## src/ebmc_pkg.sv

```systemverilog
// constants, register map and state encoding of the energy buffer mode control
// assumes a 32-bit Avalon-MM register bus; byte address is four times the index
//
// Overview of operation
// RULE1: three modes: continuous, on-demand, start-pin auto mode on two-wire variant only.
// RULE2: states standby, charge, active; standby rests whenever no mode is enabled.
// RULE3: write-only command holds on-demand, continuous, force-active, optimizer-clear bits.
// RULE4: writing one to optimizer clear erases result of selected learning set.
// RULE5: config bit 7 enables auto mode; default one two-wire, zero four-wire.
// RULE6: four-wire variant ignores writing one to auto enable; it stays zero.
// RULE7: setting continuous bit charges the capacitor, then idles the converter.
// RULE8: continuous mode re-enables converter whenever capacitor reading drops below target.
// RULE9: continuous mode force-active makes stored energy available at once.
// RULE10: after an energy pulse in continuous mode, recharge happens automatically.
// RULE11: ready output rises when capacitor is charged or recharged to target.
// RULE12: host may alternate active and recharge in continuous mode freely.
// RULE13: continuous mode ends only when continuous and force-active bits are clear.
// RULE14: on-demand set by bit 0, ended when it and force-active clear.
// RULE15: with auto enabled, start rising edge starts one charge then active.
// RULE16: a new command value is evaluated on the next clock cycle.
package ebmc_pkg;
  localparam logic [7:0] EBMC_IDX_STATUS = 8'h01;
  localparam logic [7:0] EBMC_IDX_IRQ_STATUS = 8'h02;
  localparam logic [7:0] EBMC_IDX_IRQ_MASK = 8'h03;
  localparam logic [7:0] EBMC_IDX_COMMAND = 8'h08;
  localparam logic [7:0] EBMC_IDX_AUTO_CFG = 8'h11;
  localparam logic [7:0] EBMC_IDX_TARGET = 8'h20;
  localparam logic [7:0] EBMC_IDX_PROFILE = 8'h21;
  localparam logic [7:0] EBMC_IDX_OPT_RESULT = 8'h22;
  localparam int EBMC_CMD_EOD = 0;
  localparam int EBMC_CMD_ECM = 1;
  localparam int EBMC_CMD_ACT = 2;
  localparam int EBMC_CMD_OPT_CLR = 3;
  localparam int EBMC_CFG_AUTO = 7;
  localparam int EBMC_IRQ_CHARGED = 0;
  localparam int EBMC_IRQ_ACTIVE = 1;
  localparam int EBMC_IRQ_STANDBY = 2;
  localparam int EBMC_IRQ_BITS = 3;
  localparam logic [7:0] EBMC_TARGET_RESET = 8'h80;
  localparam logic [5:0] EBMC_PROFILE_RESET = 6'h01;
  localparam logic [31:0] EBMC_UNMAPPED_DATA = 32'h00000000;
  typedef enum logic [1:0] {
    EBMC_STANDBY = 2'b00,
    EBMC_CHARGE = 2'b01,
    EBMC_IDLE = 2'b10,
    EBMC_ACTIVE = 2'b11
  } ebmc_state_type;
endpackage

```

## src/ebmc_opt_mem.sv

```systemverilog
// learned optimizer results, one word per learning set
// assumes one write port; clear has priority over a learned update
`timescale 1ns/10ps
`default_nettype none
module ebmc_opt_mem #(
  parameter int WIDTH = 16,
  parameter int DEPTH = 64,
  parameter int AW = 6
) (
  input wire logic core_clk,
  input wire logic [AW-1:0] addr,
  input wire logic wr_en,
  input wire logic [WIDTH-1:0] wr_data,
  output logic [WIDTH-1:0] rd_data
);
  logic [WIDTH-1:0] store_reg [DEPTH];
  always_ff @(posedge core_clk) begin
    if (wr_en) begin
      store_reg[addr] <= wr_data;
    end
    rd_data <= store_reg[addr];
  end
endmodule
`default_nettype wire

```

## src/ebmc_mode_ctrl.sv

```systemverilog
// mode and state control of the energy buffer, with its register slave
// assumes an Avalon-MM master, a capacitor level reading and a synchronous start pin
`timescale 1ns/10ps
`default_nettype none
module ebmc_mode_ctrl
  import ebmc_pkg::*;
#(
  parameter bit TWO_WIRE_VARIANT = 1'b1,
  parameter int LEVEL_W = 8,
  parameter int OPT_W = 16,
  parameter int PROFILES = 64
) (
  input wire logic core_clk,
  input wire logic rst,
  input wire logic [9:0] avs_address,
  input wire logic avs_read,
  input wire logic avs_write,
  input wire logic [31:0] avs_writedata,
  input wire logic [3:0] avs_byteenable,
  output logic [31:0] avs_readdata,
  output logic avs_waitrequest,
  input wire logic [LEVEL_W-1:0] cap_level,
  input wire logic start_pin,
  input wire logic load_idle,
  input wire logic opt_update,
  input wire logic [OPT_W-1:0] opt_update_value,
  output logic converter_en,
  output logic regulated_output_en,
  output logic output_ready,
  output logic irq
);
  ebmc_state_type state_reg, state_next;
  logic [3:0] command_reg;
  logic auto_en_reg;
  logic [LEVEL_W-1:0] target_reg;
  logic [5:0] profile_reg;
  logic [EBMC_IRQ_BITS-1:0] irq_status_reg, irq_mask_reg, irq_event;
  logic auto_run_reg, start_prev_reg, auto_long_reg;
  logic wait_reg;
  logic [31:0] rdata_reg;
  logic conv_reg, reg_out_reg, ready_reg, irq_reg;
  logic [OPT_W-1:0] opt_rdata;

  // bus decode; one wait cycle lets read data settle in a register
  wire [7:0] word_idx = avs_address[9:2];
  wire bus_req = avs_read | avs_write;
  wire bus_take = bus_req & ~wait_reg;
  wire wr_take = avs_write & ~wait_reg & avs_byteenable[0];
  wire wr_command = wr_take & (word_idx == EBMC_IDX_COMMAND);
  wire wr_auto = wr_take & (word_idx == EBMC_IDX_AUTO_CFG);
  wire wr_target = wr_take & (word_idx == EBMC_IDX_TARGET);
  wire wr_profile = wr_take & (word_idx == EBMC_IDX_PROFILE);
  wire wr_irq_status = wr_take & (word_idx == EBMC_IDX_IRQ_STATUS);
  wire wr_irq_mask = wr_take & (word_idx == EBMC_IDX_IRQ_MASK);

  wire eod = command_reg[EBMC_CMD_EOD];
  wire ecm = command_reg[EBMC_CMD_ECM];
  wire act = command_reg[EBMC_CMD_ACT];
  wire cap_full = cap_level >= target_reg;
  wire start_rise = start_pin & ~start_prev_reg;
  // RULE15 auto trigger
  wire auto_trigger = auto_en_reg & start_rise & (state_reg == EBMC_STANDBY);
  // short pulse ends on no-load, long pulse ends when start falls
  wire auto_done = auto_long_reg ? ~start_pin : load_idle;
  // RULE2 standby unless a mode
  wire any_mode = eod | ecm | act | auto_run_reg;

  // RULE3 command bit decode
  // RULE4 optimizer clear
  wire opt_clear = wr_command & avs_writedata[EBMC_CMD_OPT_CLR];
  wire opt_wr = opt_clear | opt_update;
  wire [OPT_W-1:0] opt_wdata = opt_clear ? '0 : opt_update_value;

  ebmc_opt_mem #(
    .WIDTH(OPT_W),
    .DEPTH(PROFILES),
    .AW(6)
  ) u_opt_mem (
    .core_clk(core_clk),
    .addr(profile_reg),
    .wr_en(opt_wr),
    .wr_data(opt_wdata),
    .rd_data(opt_rdata)
  );

  // RULE1 mode selection
  // RULE16 next-cycle evaluation
  always_comb begin
    state_next = state_reg;
    case (state_reg)
      EBMC_STANDBY: begin
        if (act) begin
          state_next = EBMC_ACTIVE;
        end else if (ecm | eod | auto_run_reg) begin
          state_next = EBMC_CHARGE;
        end
      end
      EBMC_CHARGE: begin
        if (act) begin
          state_next = EBMC_ACTIVE;
        end else if (!any_mode) begin
          state_next = EBMC_STANDBY;
        end else if (cap_full) begin
          // RULE7 idle converter
          state_next = (eod | auto_run_reg) ? EBMC_ACTIVE : EBMC_IDLE;
        end
      end
      EBMC_IDLE: begin
        // RULE9 immediate active
        if (act) begin
          state_next = EBMC_ACTIVE;
        end else if (!any_mode) begin
          state_next = EBMC_STANDBY;
        // RULE8 refresh below target
        end else if (!cap_full) begin
          state_next = EBMC_CHARGE;
        end
      end
      EBMC_ACTIVE: begin
        // RULE13 leave only when cleared
        // RULE14 on-demand end
        if (act | eod) begin
          state_next = EBMC_ACTIVE;
        // RULE10 automatic recharge
        // RULE12 toggle active
        end else if (ecm) begin
          state_next = EBMC_CHARGE;
        end else if (auto_run_reg & ~auto_done) begin
          state_next = EBMC_ACTIVE;
        end else begin
          state_next = EBMC_STANDBY;
        end
      end
      default: state_next = EBMC_STANDBY;
    endcase
  end

  always_ff @(posedge core_clk) begin
    if (rst) begin
      state_reg <= EBMC_STANDBY;
    end else begin
      state_reg <= state_next;
    end
  end

  always_ff @(posedge core_clk) begin
    if (rst) begin
      command_reg <= 4'h0;
    end else if (wr_command) begin
      command_reg <= {1'b0, avs_writedata[2:0]};
    end
  end

  // RULE5 auto enable default
  // RULE6 four-wire stays zero
  always_ff @(posedge core_clk) begin
    if (rst) begin
      auto_en_reg <= TWO_WIRE_VARIANT;
    end else if (wr_auto) begin
      auto_en_reg <= avs_writedata[EBMC_CFG_AUTO] & TWO_WIRE_VARIANT;
    end
  end

  always_ff @(posedge core_clk) begin
    if (rst) begin
      target_reg <= EBMC_TARGET_RESET[LEVEL_W-1:0];
      profile_reg <= EBMC_PROFILE_RESET;
    end else begin
      if (wr_target) begin
        target_reg <= avs_writedata[LEVEL_W-1:0];
      end
      if (wr_profile) begin
        profile_reg <= avs_writedata[5:0];
      end
    end
  end

  // auto cycle: long pulse if start still high when active begins
  always_ff @(posedge core_clk) begin
    if (rst) begin
      start_prev_reg <= 1'b0;
      auto_run_reg <= 1'b0;
      auto_long_reg <= 1'b0;
    end else begin
      start_prev_reg <= start_pin;
      if (auto_trigger) begin
        auto_run_reg <= 1'b1;
      end else if (state_reg == EBMC_ACTIVE && state_next == EBMC_STANDBY) begin
        auto_run_reg <= 1'b0;
      end else if (!auto_en_reg && state_reg == EBMC_STANDBY) begin
        auto_run_reg <= 1'b0;
      end
      if (state_reg == EBMC_CHARGE && state_next == EBMC_ACTIVE) begin
        auto_long_reg <= start_pin;
      end
    end
  end

  // events; set wins over a write-one clear in the same cycle
  assign irq_event[EBMC_IRQ_CHARGED] = state_reg == EBMC_CHARGE && state_next != EBMC_CHARGE
    && cap_full;
  assign irq_event[EBMC_IRQ_ACTIVE] = state_reg != EBMC_ACTIVE && state_next == EBMC_ACTIVE;
  assign irq_event[EBMC_IRQ_STANDBY] = state_reg != EBMC_STANDBY && state_next == EBMC_STANDBY;
  wire [EBMC_IRQ_BITS-1:0] irq_clear = wr_irq_status ? avs_writedata[EBMC_IRQ_BITS-1:0] : '0;
  wire [EBMC_IRQ_BITS-1:0] irq_status_next = (irq_status_reg & ~irq_clear) | irq_event;

  always_ff @(posedge core_clk) begin
    if (rst) begin
      irq_status_reg <= '0;
      irq_mask_reg <= '0;
      irq_reg <= 1'b0;
    end else begin
      irq_status_reg <= irq_status_next;
      if (wr_irq_mask) begin
        irq_mask_reg <= avs_writedata[EBMC_IRQ_BITS-1:0];
      end
      irq_reg <= |(irq_status_next & (wr_irq_mask ? avs_writedata[EBMC_IRQ_BITS-1:0]
        : irq_mask_reg));
    end
  end

  // RULE11 ready once charged
  wire ready_next = (state_next == EBMC_IDLE) || (state_next == EBMC_ACTIVE);
  always_ff @(posedge core_clk) begin
    if (rst) begin
      conv_reg <= 1'b0;
      reg_out_reg <= 1'b0;
      ready_reg <= 1'b0;
    end else begin
      conv_reg <= state_next == EBMC_CHARGE;
      reg_out_reg <= state_next == EBMC_ACTIVE;
      ready_reg <= ready_next;
    end
  end

  // read mux; command and auto config are write-only and read zero
  wire [31:0] status_word = {28'h0000000, ready_reg, auto_en_reg, state_reg};
  wire [31:0] read_mux =
    (word_idx == EBMC_IDX_STATUS) ? status_word :
    (word_idx == EBMC_IDX_IRQ_STATUS) ? {29'h0, irq_status_reg} :
    (word_idx == EBMC_IDX_IRQ_MASK) ? {29'h0, irq_mask_reg} :
    (word_idx == EBMC_IDX_TARGET) ? {{(32-LEVEL_W){1'b0}}, target_reg} :
    (word_idx == EBMC_IDX_PROFILE) ? {26'h0, profile_reg} :
    (word_idx == EBMC_IDX_OPT_RESULT) ? {{(32-OPT_W){1'b0}}, opt_rdata} :
    EBMC_UNMAPPED_DATA;

  always_ff @(posedge core_clk) begin
    if (rst) begin
      wait_reg <= 1'b1;
      rdata_reg <= 32'h00000000;
    end else begin
      wait_reg <= ~(bus_req & wait_reg);
      if (avs_read & wait_reg) begin
        rdata_reg <= read_mux;
      end
    end
  end

  assign avs_waitrequest = wait_reg;
  assign avs_readdata = rdata_reg;
  assign converter_en = conv_reg;
  assign regulated_output_en = reg_out_reg;
  assign output_ready = ready_reg;
  assign irq = irq_reg;
endmodule
`default_nettype wire

```

## config.mk

```make
export PLATFORM = sky130hd
export DESIGN_NAME = ebmc_mode_ctrl
export DESIGN_NICKNAME = d
export VERILOG_FILES = /design/src/ebmc_pkg.sv /design/src/ebmc_opt_mem.sv /design/src/ebmc_mode_ctrl.sv
export SDC_FILE = /design/constraint.sdc
export NUM_CORES = 1
export LEC_CHECK = 0
export ABC_AREA = 1
export ABC_CLOCK_PERIOD_IN_PS = 3060
export BUFFER_PORTS_ARGS = -buffer_cell sky130_fd_sc_hd__buf_2
export CORE_MARGIN = 10
export CORE_UTILIZATION = 25
export CTS_CLUSTER_DIAMETER = 100
export DETAILED_ROUTE_END_ITERATION = 10
export HOLD_SLACK_MARGIN = 0.05
export SYNTH_ARGS = -nofsm -noshare
export SYNTH_HDL_FRONTEND = slang
export SYNTH_SLANG_ARGS = --single-unit
```

## constraint.sdc

```tcl
create_clock -name core_clk -period 3.06 [get_ports core_clk]
set_input_delay 0.612 -clock core_clk [delete_from_list [all_inputs] [get_ports core_clk]]
set_output_delay 0.612 -clock core_clk [all_outputs]
set_load 0.02 [all_outputs]
```

* Word-level counts from Yosys, hierarchy flattened *
Memories as Yosys holds them, arrays and structs flattened. A register that Yosys moved wholly into a read port is not among the register bits.
Cells that the tools add are included.

word-level totals
  register bits = 66
  latch bits = 0
  bits in writable memories = 1024
  ROM bits = 0
  output and inout port bits = 37
  word-level logic and storage cells = 108
  memories = 1

cells by class
  add/sub/neg operators = 0
  $mul = 0
  div/mod/pow operators = 0
  order comparisons = 1
  eq/ne operators = 16
  shift operators = 0
  multiplexer cells = 28
  bitwise gates (word level) = 32
  reductions and logical operators = 14

memory list
  memory               depth  width  read ports  clocked after Yosys merged registers in  write ports  RTL line            RTL
  u_opt_mem.store_reg  64     16     1           1                                        1            ebmc_opt_mem.sv:16  logic [WIDTH-1:0] store_reg [DEPTH];

operators with widths
  operator                                               count
  2-to-1 mux 16 bit                                      7
  == test 8 x 6 -> 1 bit, second input constant          3
  2-to-1 mux 2 bit                                       11
  == test 8 x 2 -> 1 bit, second input constant          2
  AND 1 bit                                              15
  == test 2 bit, second input constant                   4
  == test 8 x 1 -> 1 bit, second input constant          1
  == test 8 x 4 -> 1 bit, second input constant          1
  == test 8 x 5 -> 1 bit, second input constant          1
  greater-or-equal comparator 8 bit                      1
  OR 1 bit                                               8
  case mux 2 bit (4 select lines)                        1
  logical AND 1 bit                                      7
  2-to-1 mux 1 bit                                       7
  AND 3 bit                                              2
  2-to-1 mux 3 bit                                       2
  inverter 1 bit                                         5
  == test 2 x 1 -> 1 bit, second input constant          2
  logical NOT 2 bit                                      2
  inverter 3 bit                                         1
  OR 3 bit                                               1
  nonzero test 3 bit                                     1
  OR reduction 3 bit                                     1
  inequality test 2 x 1 -> 1 bit, second input constant  1
  4 further kinds                                        4

* Depth between registers and ports, before layout *
  depth after elaboration = 14
  depth in mapped cells = 19
  depth with buffers taken out = 19

* By module *
Synthesis repeated with hierarchy kept, for this count alone.

unflattened totals
  cells, all modules = 4654
  area, all modules = 46306.9 sq um

by module, submodules not included
  module          times used  cells each  area an instance (sq um)
  ebmc_opt_mem    1           4256        43569.3
  ebmc_mode_ctrl  1           398         2737.6

* Worst setup path after synthesis *
OpenSTA, ideal clock, no wires.

  kind = in2reg
  start = in avs_address[8]
  end = mem u_opt_mem.store_reg[10][0], enable pin
  library setup time = 0.388 ns
  data arrival time = 2.495 ns
  data required time = 2.672 ns
  slack = 0.176 ns
  stages on the path = 12
  buffers on the path = 1
  cell sequence = inv_1 > nand2_1 > nor3_2 > inv_1 > nor2_1 > nand2_1 > inv_1 > nand2_2 > nand2_1 > buf_4 > nand2_1 > nor2_1

on the way
  longest elaborated chain between the ends = 6

RTL lines
  what                                    RTL line              RTL
  from (decl)                             ebmc_mode_ctrl.sv:15  input wire logic [9:0] avs_address,
  == test 8 x 4 -> 1 bit                  ebmc_mode_ctrl.sv:49  wire wr_command = wr_take & (word_idx == EBMC_IDX_COMMAND);
  AND 1 bit                               ebmc_mode_ctrl.sv:49
  AND 1 bit                               ebmc_mode_ctrl.sv:70  wire opt_clear = wr_command & avs_writedata[EBMC_CMD_OPT_CLR];
  OR 1 bit                                ebmc_mode_ctrl.sv:71  wire opt_wr = opt_clear | opt_update;
  2-to-1 mux 1 bit                        ebmc_opt_mem.sv:18    if (wr_en) begin
  2-to-1 mux 1 bit (implied by the code)  ebmc_opt_mem.sv:19    store_reg[addr] <= wr_data;
  to (decl)                               ebmc_opt_mem.sv:16

Every way passes these cells.

==> impl_results.md <==
- Status: completed
- Most frequent cell after synthesis: edfxtp_1
- Post-CTS Hold Buffers: 0
- Final HPWL DP: 72400 microns
- Kind of cell adding the most delay to the critical path: simple AND/OR/NAND/NOR gates
- Largest net degree at the start of global routing: 69
- LEAKAGE: 16.5 nW
- Inserted Diodes: 0
- Core Region: 163000 sq um
- Die area: 181000 sq um
- Synth Register Bits: around 1100
- Syn Inst Count: 2913
- Initial DRT Pass Iterations: 7
- H-tree depth: 3
- Critical path class: flip-flop to flip-flop
- Worst skew pair latency: 0.68 ns
- Vias in the first global route: 24900
- Most instantiated cells after synthesis: edfxtp_1, nand2_1, a22oi_1
- Worst Setup SP: profile_reg[2]
- Die Y: 425 microns
- Share of layout cells above drive strength 1: between 10% and 20%
- Synth area leaders: edfxtp_1, nand2_1, dfxtp_1
- Detail Route Antenna Nets: 0
- EDFF count, synth: 1024
- Worst Hold Class: input port to flip-flop
- Starting DRC count in detailed routing: 2803
- Placement Rows: 148
- Clk slew on worst S/H paths: 0.07 ns
- Syn avg cell area: around 14 sq um
- CTS buffer count: around 110
- Final period util: 93.5%
- Final Setup Violations: 0
- Crit path capture type: flip-flop
- Count of input and output buffers: 68
- CP required: 3.59 ns
- Max reg flops: roughly 1000
- Cells along the critical path: inv_2 -> nand3_4 -> inv_4 -> buf_4 -> a221oi_1 -> nand4_1 -> nand2_1 -> nand2_1 -> nor2_1 -> nand2_1
- Vias: roughly 25000
- Clock Root Buffer: clkbuf_16
- Critical Path Most Common Cell: nand2_1
- Synth unique cells: 37
- Deepest clock path buffer count: 3
- Tot GR Track Use: 12.5%
- Area Overhead vs Synth: 20.6%
- Worst reg2reg path depth: 10
- Worst Clk Skew: between 0.02 and 0.03 ns
- Starting Density: 25.2%
- Crit-path max FO: 27
- Min cycle time layout: 2.86 ns
- Filler cells: 16200
- GR Util met2: 20.2%
- Top FF cell, synth: edfxtp_1
- DRC viols: 0
- Per-cell routed wire length: 21.7 microns
- Data arrival, critical path: ~3.4 ns
- Final nets: 3244
- Gr ovfl total: 0
- Placed Cells: 5227
- R2R Setup Slk: a little under 0.2 ns
- Sequential share of the synthesized area: between 70% and 80%
- I/O pins: between 100 and 150
- CTS tree: done
- First-pass GRT wire length: 171000 microns
- Worst rel slew slack: 43.5%
- PwrDens: 610 nW/um^2
- Routed WL: 118000 microns
- Reg2Reg Launch Point: profile_reg[2]
- Ys Warns: 0
- Hold path depth: 2
- Least-Margin Pin Slew: ~0.84 ns
- TNS Setup: 0 ns
- Top Usage Layer GRT: met2
- Max Fclk: 0.350 GHz
- Number of max-cap violations: 0
- Critical Path Source Type: flip-flop
- Drt via density: 4.68
- Hold Violations, Final: 0
- Met1 GRT Util: 16.9%
- Worst hold path startpoint: avs_read
- Peak supply drop: around 0.00041 V
- Hold EP: avs_waitrequest
- Cell taking the most area after synthesis: edfxtp_1
- Slowest stage cell, crit path: dfxtp_1
- CTS sink count: 1089
- GPL Wtd Cong: 0.844
- R2R Path End: u_opt_mem.rd_data[11]
- Layout Cells excl Fill: 5425
- Met3 GRT Util: 1.98%
- Mapped cell area: 41000 sq um
- Area share of the largest cell type after synthesis: 75.0%
- Pins Over Slew Limit: 0
- Share of flip-flops with an asynchronous set or reset: 0%
- Slowest cell delay on critical path: roughly 0.53 ns
- Horiz. Die Dim: 425 microns
- Initial antenna violation count: 2
- Worst path bufs/invs: 3
- RSZ-0062 raised after global routing: no
-- where the power goes --
part | internal, mW | total [mW] | switching, mW | leakage, nW
Sequential | 16.3 | 16.3 | 0.0169 | 9.74
Clock | 7.68 | 13.3 | 5.58 | 1.73
Combinational | 0.130 | 0.595 | 0.465 | 5.03
Total | 24.1 | 30.2 | 6.07 | 16.5
-- what timing repair did --
item	in CTS	in global routing
resized for setup	0	1
setup endpoints to repair	0	2
buffers inserted	0	0
endpoints found under the hold margin	0	0
-- through the flow --
step | instance area [sq um] | hold WS [ns] | power, mW | worst slack [ns] | util [%]
finish | 49500 | 0.151 | 30.2 | 0.199 | 30.4
global route | 49500 | 0.170 | 31.0 | 0.121 | 30.4
CTS | 49500 | 0.130 | 30.3 | 0.157 | 30.4
detailed placement | 45900 | 0.445 | 17.2 | -0.0506 | 28.2
global placement | 45900 | 0.434 | 17.2 | -0.0693 | 28.2
floorplan | 41100 | 0.446 | 16.9 | 0.176 | -
-- final cells by class --
cell class | count | area, sq um | area share, %
Multi-Input combinational cell | 1558 | 7860 | 15.9
Clock inverter | 71 | 683 | 1.38
Timing Repair Buffer | 266 | 2770 | 5.59
Sequential cell | 1089 | 32100 | 64.8
Inverter | 139 | 537 | 1.08
Clock buffer | 127 | 2860 | 5.78
Tap cell | 2175 | 2720 | 5.50
-- worst reg2reg max path, stage by stage (launching register included) --
cell and delay, ns:
dfxtp_1 0.53, inv_2 0.15, nand3_4 0.12, inv_4 0.20, buf_4 0.33, a221oi_1 0.47
nand4_1 0.15, nand2_1 0.29, nand2_1 0.09, nor2_1 0.22, nand2_1 0.16
-- routing by layer --
layer,part of all wire [%],wire [microns],vias to the layer above
met1,42,49300,12800
met5,0,0,-
li1,-,-,11200
met4,3.7,4360,0
met3,8.0,9360,190
met2,46,54600,1143
-- how the worst max path moves through the flow --
| stage | to | slack [ns] | cells past startpoint |
|---|---|---|---|
| after floorplan | u_opt_mem.store_reg[10][0] | 0.18 | 12 |
| after global placement | u_opt_mem.store_reg[37][0] | -0.07 | 14 |
| after detailed placement | u_opt_mem.store_reg[37][7] | -0.05 | 14 |
| after CTS | u_opt_mem.rd_data[4] | 0.16 | 10 |
| after global routing | u_opt_mem.rd_data[11] | 0.12 | 10 |
| final | u_opt_mem.rd_data[11] | 0.20 | 10 |
-- cell usage in the layout, fill, tap and decap left out, types with 47 or more instances in the layout --
cell type     n
a21oi_1      75
a221oi_1     63
a22oi_1     156
buf_12       75
buf_2        68
buf_4       123
clkbuf_16   111
dfxtp_1      65
edfxtp_1   1024
inv_1       112
nand2_1     771
nand3_1      47
nand4_1     122
nor2_1      127
o21ai_0      58
-- logic make-up after synthesis --
| family | after synthesis | share of synthesized area (%) |
|---|---|---|
| buf+inv | 281 | 2.99 |
| other cells | 1 | 0.00914 |
| simple gates | 1119 | 11.5 |
| compound gates | 415 | 7.15 |
| fa+ha+maj | 8 | 0.244 |
| flops | 1089 | 78.1 |
(Power assumes the default switching activity.)
